--- config.mk ---
export PLATFORM = sky130hd
export DESIGN_NAME = power_mode_sequencer
export DESIGN_NICKNAME = d
export VERILOG_FILES = /design/src/core/pwr_pkg.sv /design/src/core/power_mode_sequencer.sv
export VERILOG_INCLUDE_DIRS = /design/src /design/src/core
export SDC_FILE = /design/constraint.sdc
export NUM_CORES = 1
export LEC_CHECK = 0
export BUFFER_PORTS_ARGS = -buffer_cell sky130_fd_sc_hd__buf_2
export CAP_MARGIN = 20
export CORE_ASPECT_RATIO = 0.75
export CORE_MARGIN = 1
export CORE_UTILIZATION = 40
export CTS_CLUSTER_DIAMETER = 100
export DETAILED_ROUTE_END_ITERATION = 12
export GPL_ROUTABILITY_DRIVEN = 0
export HOLD_SLACK_MARGIN = 0.03
export PLACE_DENSITY = 0.72
export SYNTH_ARGS = -nofsm -noshare
export SYNTH_HDL_FRONTEND = slang
export SYNTH_SLANG_ARGS = --single-unit
--- constraint.sdc ---
create_clock -name clk_sys -period 2.6 [get_ports clk_sys]
set_clock_uncertainty 0.1 [all_clocks]
set_input_delay 0.52 -clock clk_sys [delete_from_list [all_inputs] [get_ports clk_sys]]
set_output_delay 0.52 -clock clk_sys [all_outputs]
set_load 0.02 [all_outputs]
--- src/core/pwr_consts.svh ---
// Register offsets, field positions, reset values and timing for the power mode sequencer
`ifndef PWR_CONSTS_SVH
`define PWR_CONSTS_SVH

// Register byte offsets
`define OFF_PLL         8'h00
`define OFF_VREG        8'h04
`define OFF_MODE        8'h08
`define OFF_STAT        8'h0C

// PLL control register fields
`define PLL_DIS_BIT     0
`define PLL_SKIP_BIT    1
`define PLL_MULT_LSB    8
`define PLL_MULT_W      6
`define PLL_MULT_RST    6'h0A

// Regulator control register fields
`define VREG_FRQ_LSB    0
`define VREG_FRQ_OFF    2'h0
`define VREG_FRQ_RST    2'h3
`define VREG_LVL_LSB    4
`define VREG_LVL_W      4
`define VREG_LVL_RST    4'h9
`define VREG_BYP_BIT    8

// Mode request codes, written to the mode register low bits
`define REQ_FULL        2'h0
`define REQ_BYPASS      2'h1
`define REQ_SLEEP       2'h2
`define REQ_DEEP        2'h3

// Status register fields
`define STAT_MODE_LSB   0
`define STAT_REFUSE_BIT 4
`define STAT_MULT_LSB   8

// Regulator settle time after restart, and the clock period
`define SETTLE_NS       40000
`define CLK_PERIOD_NS   20

// AXI responses
`define RESP_OKAY       2'h0
`define RESP_SLVERR     2'h2

`endif

--- src/core/pwr_pkg.sv ---
// Types shared by the power mode sequencer
package pwr_pkg;

  // Operating modes, the supply-off state and the regulator restart
  typedef enum logic [2:0] {
    MODE_FULL    = 3'b000,
    MODE_BYPASS  = 3'b001,
    MODE_SLEEP   = 3'b010,
    MODE_DEEP    = 3'b011,
    MODE_OFF     = 3'b100,
    MODE_RESTART = 3'b101
  } mode_t;

  // Whole state of the sequencer, registered as one word
  typedef struct packed {
    mode_t       mode;        // Current mode
    logic        pll_dis;     // PLL disable bit
    logic        pll_skip;    // PLL skip select bit
    logic [5:0]  mult_req;    // Multiplier written by software
    logic [5:0]  mult_act;    // Multiplier driven to the PLL
    logic [1:0]  vreg_frq;    // Regulator frequency field
    logic [3:0]  vreg_lvl;    // Core voltage level, 50 mV steps
    logic        vreg_byp;    // Regulator disabled and bypassed
    logic        refused;     // Last mode request refused
    logic [11:0] settle;      // Regulator settle counter
    logic        aw_full;     // Write address held
    logic [7:0]  aw_addr;     // Held write address
    logic        w_full;      // Write data held
    logic [31:0] w_data;      // Held write data
    logic [3:0]  w_strb;      // Held write strobes
    logic        awready;     // AXI outputs
    logic        wready;
    logic        bvalid;
    logic [1:0]  bresp;
    logic        arready;
    logic        rvalid;
    logic [1:0]  rresp;
    logic [31:0] rdata;
    logic        pll_en;      // Clock tree, supply, access and boot outputs
    logic        pll_byp;
    logic        core_clk_en;
    logic        sys_clk_en;
    logic        core_pwr_on;
    logic        dma_l1l2_en;
    logic        dma_ext_en;
    logic        async_en;
    logic        pins_hiz;
    logic        boot_start;
  } st_t;

endpackage
--- src/core/power_mode_sequencer.sv ---
// Dynamic power mode sequencer with an AXI4-Lite register slave
`timescale 1ns/1ps
`include "pwr_consts.svh"

module power_mode_sequencer
  import pwr_pkg::*;
(
  input  wire logic        clk_sys,          // System clock, 50 MHz
  input  wire logic        arst_n,           // Asynchronous reset, active low
  input  wire logic [7:0]  s_axi_awaddr,     // Write address
  input  wire logic        s_axi_awvalid,    // Write address valid
  output logic             s_axi_awready,    // Write address ready
  input  wire logic [31:0] s_axi_wdata,      // Write data
  input  wire logic [3:0]  s_axi_wstrb,      // Write byte strobes
  input  wire logic        s_axi_wvalid,     // Write data valid
  output logic             s_axi_wready,     // Write data ready
  output logic [1:0]       s_axi_bresp,      // Write response
  output logic             s_axi_bvalid,     // Write response valid
  input  wire logic        s_axi_bready,     // Write response ready
  input  wire logic [7:0]  s_axi_araddr,     // Read address
  input  wire logic        s_axi_arvalid,    // Read address valid
  output logic             s_axi_arready,    // Read address ready
  output logic [31:0]      s_axi_rdata,      // Read data
  output logic [1:0]       s_axi_rresp,      // Read response
  output logic             s_axi_rvalid,     // Read data valid
  input  wire logic        s_axi_rready,     // Read data ready
  input  wire logic        wakeup,           // External wakeup, level
  input  wire logic        reset_req,        // Reset interrupt / reset pin, level
  output logic             pll_enable,       // PLL powered
  output logic             pll_bypass,       // Clocks taken from the input clock
  output logic [5:0]       pll_mult,         // Multiplier applied to the PLL
  output logic             core_clk_en,      // Core clock gate
  output logic             sys_clk_en,       // System clock gate
  output logic             core_power_on,    // Internal regulator running
  output logic             regulator_bypass, // Regulator disabled and bypassed
  output logic [3:0]       vcore_level,      // Core voltage code, 50 mV per step
  output logic             dma_l1l2_en,      // DMA to on-chip memories allowed
  output logic             dma_ext_en,       // DMA to external memory allowed
  output logic             async_periph_en,  // Asynchronous peripheral access allowed
  output logic             pins_hiz,         // Three-state external pins
  output logic             boot_start        // One-cycle pulse starting boot
);

  // Regulator settle, a longest wait, so rounded down
  localparam int SETTLE_CYC_I = `SETTLE_NS / `CLK_PERIOD_NS;
  localparam logic [11:0] SETTLE_CYC = 12'(SETTLE_CYC_I);

  st_t s_reg;    // Registered state
  st_t s_next;   // Next state

  // Byte-lane merge of a write into an old register word
  function automatic logic [31:0] merge(input logic [31:0] old_v,
                                        input logic [31:0] new_v,
                                        input logic [3:0]  strb);
    logic [31:0] r;
    r = old_v;
    for (int i = 0; i < 4; i++) begin
      if (strb[i]) begin
        r[i*8 +: 8] = new_v[i*8 +: 8];
      end
    end
    return r;
  endfunction

  // Current PLL control word as software sees it
  function automatic logic [31:0] pll_word(input st_t s);
    logic [31:0] r;
    r = 32'h0000_0000;
    r[`PLL_DIS_BIT] = s.pll_dis;
    r[`PLL_SKIP_BIT] = s.pll_skip;
    r[`PLL_MULT_LSB +: `PLL_MULT_W] = s.mult_req;
    return r;
  endfunction

  // Current regulator control word
  function automatic logic [31:0] vreg_word(input st_t s);
    logic [31:0] r;
    r = 32'h0000_0000;
    r[`VREG_FRQ_LSB +: 2] = s.vreg_frq;
    r[`VREG_LVL_LSB +: `VREG_LVL_W] = s.vreg_lvl;
    r[`VREG_BYP_BIT] = s.vreg_byp;
    return r;
  endfunction

  // Status word: mode, refusal flag and live multiplier
  function automatic logic [31:0] stat_word(input st_t s);
    logic [31:0] r;
    r = 32'h0000_0000;
    r[`STAT_MODE_LSB +: 3] = s.mode;
    r[`STAT_REFUSE_BIT] = s.refused;
    r[`STAT_MULT_LSB +: `PLL_MULT_W] = s.mult_act;
    return r;
  endfunction

  // Reset value of the whole state word
  function automatic st_t reset_state();
    st_t r;
    r = '0;
    r.mode = MODE_FULL;
    r.mult_req = `PLL_MULT_RST;
    r.mult_act = `PLL_MULT_RST;
    r.vreg_frq = `VREG_FRQ_RST;
    r.vreg_lvl = `VREG_LVL_RST;
    r.awready = 1'b1;
    r.wready = 1'b1;
    r.arready = 1'b1;
    r.pll_en = 1'b1;
    r.core_clk_en = 1'b1;
    r.sys_clk_en = 1'b1;
    r.core_pwr_on = 1'b1;
    r.dma_l1l2_en = 1'b1;
    r.dma_ext_en = 1'b1;
    r.async_en = 1'b1;
    return r;
  endfunction
  localparam st_t RESET_ST = reset_state();  // Constant word, so the async reset loads only constants

  // Next-state logic: bus slave, register writes, mode machine, outputs
  always_comb begin
    logic        do_wr;      // Both halves of a write are held
    logic [31:0] wv;         // Merged write value
    logic        req_v;      // Mode request written this cycle
    logic [1:0]  req_c;      // Requested mode code
    logic        off_v;      // Supply-off requested this cycle
    do_wr = 1'b0;
    wv = 32'h0000_0000;
    req_v = 1'b0;
    req_c = `REQ_FULL;
    off_v = 1'b0;
    s_next = s_reg;
    s_next.boot_start = 1'b0;

    // Capture write address and data in either order
    if (s_reg.awready && s_axi_awvalid) begin
      s_next.aw_full = 1'b1;
      s_next.aw_addr = s_axi_awaddr;
    end
    if (s_reg.wready && s_axi_wvalid) begin
      s_next.w_full = 1'b1;
      s_next.w_data = s_axi_wdata;
      s_next.w_strb = s_axi_wstrb;
    end

    // Response handed over, slot free again
    if (s_reg.bvalid && s_axi_bready) begin
      s_next.bvalid = 1'b0;
    end

    // Perform a write once both halves are held and no response is pending
    do_wr = s_reg.aw_full && s_reg.w_full && !s_reg.bvalid;
    if (do_wr) begin
      s_next.aw_full = 1'b0;
      s_next.w_full = 1'b0;
      s_next.bvalid = 1'b1;
      s_next.bresp = `RESP_OKAY;
      case (s_reg.aw_addr)
        `OFF_PLL: begin
          wv = merge(pll_word(s_reg), s_reg.w_data, s_reg.w_strb);
          s_next.pll_skip = wv[`PLL_SKIP_BIT];
          // New multiplier is only stored, not applied yet
          s_next.mult_req = wv[`PLL_MULT_LSB +: `PLL_MULT_W];
          // PLL may only be switched off while bypassed
          if (s_reg.mode == MODE_BYPASS) begin
            s_next.pll_dis = wv[`PLL_DIS_BIT];
          end
        end
        `OFF_VREG: begin
          wv = merge(vreg_word(s_reg), s_reg.w_data, s_reg.w_strb);
          s_next.vreg_frq = wv[`VREG_FRQ_LSB +: 2];
          s_next.vreg_lvl = wv[`VREG_LVL_LSB +: `VREG_LVL_W];
          s_next.vreg_byp = wv[`VREG_BYP_BIT];
          off_v = (wv[`VREG_FRQ_LSB +: 2] == `VREG_FRQ_OFF);
        end
        `OFF_MODE: begin
          // Request is a command; the byte lane must be written
          req_v = s_reg.w_strb[0];
          req_c = s_reg.w_data[1:0];
        end
        `OFF_STAT: begin
          // Read-only, write ignored
        end
        default: begin
          s_next.bresp = `RESP_SLVERR;
        end
      endcase
    end

    // Read path: one-cycle answer, held until taken
    if (s_reg.rvalid && s_axi_rready) begin
      s_next.rvalid = 1'b0;
    end
    if (s_reg.arready && s_axi_arvalid) begin
      s_next.rvalid = 1'b1;
      s_next.rresp = `RESP_OKAY;
      case (s_axi_araddr)
        `OFF_PLL:  s_next.rdata = pll_word(s_reg);
        `OFF_VREG: s_next.rdata = vreg_word(s_reg);
        `OFF_MODE: s_next.rdata = 32'h0000_0000;
        `OFF_STAT: s_next.rdata = stat_word(s_reg);
        default: begin
          s_next.rdata = 32'h0000_0000;
          s_next.rresp = `RESP_SLVERR;
        end
      endcase
    end

    // Mode machine
    case (s_reg.mode)
      MODE_FULL, MODE_BYPASS: begin
        if (off_v) begin
          // Software must have saved state already; no check possible here
          s_next.mode = MODE_OFF;
        end else if (req_v) begin
          s_next.refused = 1'b0;
          case (req_c)
            `REQ_FULL: begin
              // A disabled PLL cannot feed full speed
              if (s_reg.pll_dis) begin
                s_next.refused = 1'b1;
              end else begin
                s_next.mode = MODE_FULL;
                s_next.mult_act = s_reg.mult_req;
              end
            end
            `REQ_BYPASS: s_next.mode = MODE_BYPASS;
            `REQ_SLEEP: begin
              if (s_reg.pll_dis) begin
                s_next.refused = 1'b1;
              end else begin
                s_next.mode = MODE_SLEEP;
              end
            end
            `REQ_DEEP: s_next.mode = MODE_DEEP;
            default: s_next.mode = s_reg.mode;
          endcase
        end
      end
      MODE_SLEEP: begin
        // Wakeup samples the skip bit to pick the resume mode
        if (wakeup || reset_req) begin
          if (s_reg.pll_skip) begin
            s_next.mode = MODE_BYPASS;
          end else begin
            s_next.mode = MODE_FULL;
            s_next.mult_act = s_reg.mult_req;
          end
        end
      end
      MODE_DEEP: begin
        // Wakeup is ignored here; only the reset interrupt exits
        if (reset_req) begin
          s_next.pll_dis = 1'b0;
          if (s_reg.pll_skip) begin
            s_next.mode = MODE_BYPASS;
          end else begin
            s_next.mode = MODE_FULL;
            s_next.mult_act = s_reg.mult_req;
          end
        end
      end
      MODE_OFF: begin
        // Only the reset pin brings the regulator back
        if (reset_req) begin
          s_next.mode = MODE_RESTART;
          s_next.settle = 12'h000;
          s_next.vreg_frq = `VREG_FRQ_RST;
        end
      end
      MODE_RESTART: begin
        // Wait for the core supply to settle, then boot at full speed
        if (s_reg.settle >= SETTLE_CYC - 12'h001) begin
          // Control state back to reset; a bus handshake in flight carries on untouched
          s_next.mode = RESET_ST.mode;
          s_next.pll_dis = RESET_ST.pll_dis;
          s_next.pll_skip = RESET_ST.pll_skip;
          s_next.mult_req = RESET_ST.mult_req;
          s_next.mult_act = RESET_ST.mult_act;
          s_next.vreg_frq = RESET_ST.vreg_frq;
          s_next.vreg_lvl = RESET_ST.vreg_lvl;
          s_next.vreg_byp = RESET_ST.vreg_byp;
          s_next.refused = RESET_ST.refused;
          s_next.boot_start = 1'b1;
        end else begin
          s_next.settle = s_reg.settle + 12'h001;
        end
      end
      default: s_next.mode = MODE_FULL;
    endcase

    // Bus readiness follows the held slots
    s_next.awready = !s_next.aw_full;
    s_next.wready = !s_next.w_full;
    s_next.arready = !s_next.rvalid;

    // Clock tree, supply and access outputs from the next mode
    s_next.pll_en = 1'b1;
    s_next.pll_byp = 1'b0;
    s_next.core_clk_en = 1'b1;
    s_next.sys_clk_en = 1'b1;
    s_next.core_pwr_on = 1'b1;
    s_next.dma_l1l2_en = 1'b1;
    s_next.dma_ext_en = 1'b1;
    s_next.async_en = 1'b1;
    s_next.pins_hiz = 1'b0;
    case (s_next.mode)
      MODE_FULL: begin
        // Everything on, PLL in the path
        s_next.pll_en = 1'b1;
      end
      MODE_BYPASS: begin
        // Clocks at input rate, PLL may be off by software
        s_next.pll_byp = 1'b1;
        s_next.pll_en = !s_next.pll_dis;
        s_next.dma_l1l2_en = 1'b1;
      end
      MODE_SLEEP: begin
        s_next.core_clk_en = 1'b0;
        s_next.dma_l1l2_en = 1'b0;
      end
      MODE_DEEP: begin
        s_next.pll_en = 1'b0;
        s_next.core_clk_en = 1'b0;
        s_next.sys_clk_en = 1'b0;
        s_next.dma_l1l2_en = 1'b0;
        s_next.dma_ext_en = 1'b0;
        s_next.async_en = 1'b0;
      end
      MODE_OFF, MODE_RESTART: begin
        // Core supply down in off, back on in restart; pins float so I/O neighbours draw no current
        s_next.pll_en = 1'b0;
        s_next.core_clk_en = 1'b0;
        s_next.sys_clk_en = 1'b0;
        s_next.core_pwr_on = (s_next.mode == MODE_RESTART);
        s_next.dma_l1l2_en = 1'b0;
        s_next.dma_ext_en = 1'b0;
        s_next.async_en = 1'b0;
        s_next.pins_hiz = 1'b1;
      end
      default: s_next.pins_hiz = 1'b0;
    endcase
  end

  // State register
  always_ff @(posedge clk_sys or negedge arst_n) begin
    if (!arst_n) begin
      s_reg <= RESET_ST;
    end else begin
      s_reg <= s_next;
    end
  end

  // Outputs straight from the state register
  assign s_axi_awready    = s_reg.awready;
  assign s_axi_wready     = s_reg.wready;
  assign s_axi_bresp      = s_reg.bresp;
  assign s_axi_bvalid     = s_reg.bvalid;
  assign s_axi_arready    = s_reg.arready;
  assign s_axi_rdata      = s_reg.rdata;
  assign s_axi_rresp      = s_reg.rresp;
  assign s_axi_rvalid     = s_reg.rvalid;
  assign pll_enable       = s_reg.pll_en;
  assign pll_bypass       = s_reg.pll_byp;
  assign pll_mult         = s_reg.mult_act;
  assign core_clk_en      = s_reg.core_clk_en;
  assign sys_clk_en       = s_reg.sys_clk_en;
  assign core_power_on    = s_reg.core_pwr_on;
  assign regulator_bypass = s_reg.vreg_byp;
  assign vcore_level      = s_reg.vreg_lvl;
  assign dma_l1l2_en      = s_reg.dma_l1l2_en;
  assign dma_ext_en       = s_reg.dma_ext_en;
  assign async_periph_en  = s_reg.async_en;
  assign pins_hiz         = s_reg.pins_hiz;
  assign boot_start       = s_reg.boot_start;

endmodule

==> reports/results.ini <==
[drt]
wl_per_cell_um = 14.7
drtAntennaViolNets = 0
viasPerCell = 5.02
vias = 2989
totalWireLength_mm = 8.77
drtIter0Drc = 215
drc = 2
drt_pre_antenna_iters = 9

[synth]
yosys_warnings = 0
seq_area_frac_synth_pct = 52.4
async_reset_ff_share_pct = 100
yosys.cell_types.count = 49
ys_seq_elements = 88
synthCells = 395
syn_area_per_cell_um2 = 10.7
synth_edf_count = 0
synth_ff_type = dfrtp_1
syn_area_um2 = 4240

[run_status]
failed_checks = design-rule violations
status = finished with violations

[cells_and_area]
drive_above_1_share_pct = 33.3
layout.cells.non_filler = 596
fillCellCount = 957
diodes = 0
nNetsFinal = 518
largest_reg_flops = 50
area_growth_pct = 15.8
final_util_pct = 47.7

[min_path]
hold_path_end = s_axi_bvalid$_DFFE_PN0P_
hp-class = input port to register
holdPathStages = 2
hold_start = s_axi_bready

[worst_setup_path]
r2r_end = pll_enable$_DFF_PN1_
worst-setup-path-type = register to register
worstSetupEndpointType = register
r2r_slack_ns = 0.14
worstRegToRegCells = 7
critPathRequiredTime_ns = 2.75
path_max_fanout = 5
rr_startpoint = s_reg[89]$_DFFE_PN0P_
start_kind = register
crit_arrival_ns = 2.61

[timing]
drv_slew = 0
fin_crit_sh_pct = 94.5
fmax_mhz = 407
grt_setup_unrepaired = false
max_slew_margin_pct = 57.5
worst_slew_pin_slew_ns = 0.638
setup_violations = 0
period_minus_slack_ns = 2.46
fin_setup_tns_ns = 0
finalHoldViolations = 0

[floorplanning]
dieArea_um2 = 11000
fp-row-count = 32
initial_utilization_pct = 41.2
chipWidth_um = 121
ios = 123
die-height_um = 91.1
coreArea_um2 = 10300

[global_routing]
overflow = 0
antenna_found_initial = 0
grt_use_total_pct = 17.4
grt_pass1_vias = 2821
grt_max_degree = 57
grt_pass1_wl_mm = 14.7

[cts]
cts_sinks = 88
clk_pin_slew_ns = 0.06
cts_root_buffer = clkbuf_16
cts_buffers = 9
clk-insertion-delay-late_ns = 0.34
htreeDepth = 3
cts_buffer_depth = 2
cts_tree = yes

[power_and_ir_drop]
power_leakage_uw = 0.00240
irDropWorstVdd_uv = 541
power_density_nw_per_um2 = 869

[placed_design]
port_buffers = 79
hpwl_mm = 6.75
post-place-cells = 578

[run]
cap_violations = 0

[through the flow]
stage | hold slack [ns] | setup slack, ns | instance area (um^2) | power (uW)
after CTS | 0.261 | 0.0162 | 4880 | 4290
after global placement | 0.359 | 0.109 | 4550 | 2850
final | 0.264 | 0.142 | 4910 | 4260
after detailed placement | 0.365 | 0.0197 | 4550 | 2910
after global routing | 0.301 | 0.0236 | 4910 | 4500
after floorplan | 0.124 | 0.311 | 4310 | 2640
[where the power goes]
part	internal, uW	switching [uW]	leakage, uW	total, uW
registers	1720	283	0.00107	2000
clock network	865	504	0.000152	1370
logic	395	496	0.00118	891
[final cells by class]
class | count | area (um^2) | share of cell area [%]
multi-input combinational | 251 | 1640 | 33.4
timing repair buffer | 90 | 495 | 10.1
tap | 136 | 170 | 3.47
clock inverter | 5 | 80.1 | 1.63
inverter | 15 | 56.3 | 1.15
clock buffer | 11 | 243 | 4.95
sequential | 88 | 2220 | 45.3
[how the worst max path moves through the flow]
stage | startpoint | endpoint
CTS | s_reg[89]$_DFFE_PN0P_ | pll_enable$_DFF_PN1_
global placement | s_reg[89]$_DFFE_PN0P_ | pll_enable$_DFF_PN1_
global route | s_reg[89]$_DFFE_PN0P_ | pll_enable$_DFF_PN1_
finish | s_reg[89]$_DFFE_PN0P_ | pll_enable$_DFF_PN1_
detailed placement | s_reg[89]$_DFFE_PN0P_ | pll_enable$_DFF_PN1_
floorplan | s_reg[89]$_DFFE_PN0P_ | pll_enable$_DFF_PN1_
[repair_timing]
action,4_1_cts,5_1_grt
setup buffers,0,1
hold buffers,1,0
hold endpoints to repair,25,0
resized for setup,0,3
setup endpoints to repair,0,3
[critical path, cell delays in order, from the launching register on]
cell and delay, ns:
dfrtp_1 0.38, or4_4 0.58, nor4_4 0.40, nand4_1 0.19
mux2i_1 0.22, a311oi_1 0.07, buf_4 0.16, o31ai_2 0.25
[per-layer routing]
layer	global-route usage (%)	share of wire, %
met5	0	0
met4	4.63	1.1
met3	5.03	6.5
met2	24.0	42
met1	26.2	51
[cell usage after synthesis (all sizes together), types with 7 or more instances]
cell    count  area, um^2
a22o        7        61.3
inv        14        52.6
mux2       22         248
dfstp      15         394
nand2      40         153
buf        50         373
nor2       32         120
o31ai       9        72.6
clkbuf     11        41.3
o21ai      14        70.1
a21oi       8        40.0
nand4       8        50.1
nand3      14        75.1
a22oi       8        60.1
xor2        7        61.3
dfrtp      73        1830
mux2i      18         180
[logic make-up (layout without fill, tap and decap cells)]
kind of cell    count (synthesis)  after routing  synth area share, %
simple gates                  120            120                 14.3
flops                          88             88                 52.4
buf+inv                        76            121                 11.1
compound gates                 60             60                 9.77
mux                            40             40                 10.1
xor+xnor                        8              8                 1.65
fa+ha+maj                       2              2                0.590
other cells                     1             21               0.0885
[placed cells by master, fill, tap and decap left out, drive strengths merged, types with 8 or more instances in the layout]
cell	Yosys	routed
clkbuf	11	11
buf	50	89
a22oi	8	8
nor2	32	32
a21oi	8	8
mux2	22	22
mux2i	18	18
nand2	40	40
o21ai	14	14
nand4	8	8
dfstp	15	15
inv	14	14
o31ai	9	9
dfrtp	73	73
nand3	14	14
conb	1	21
(Power assumes the default switching activity.)
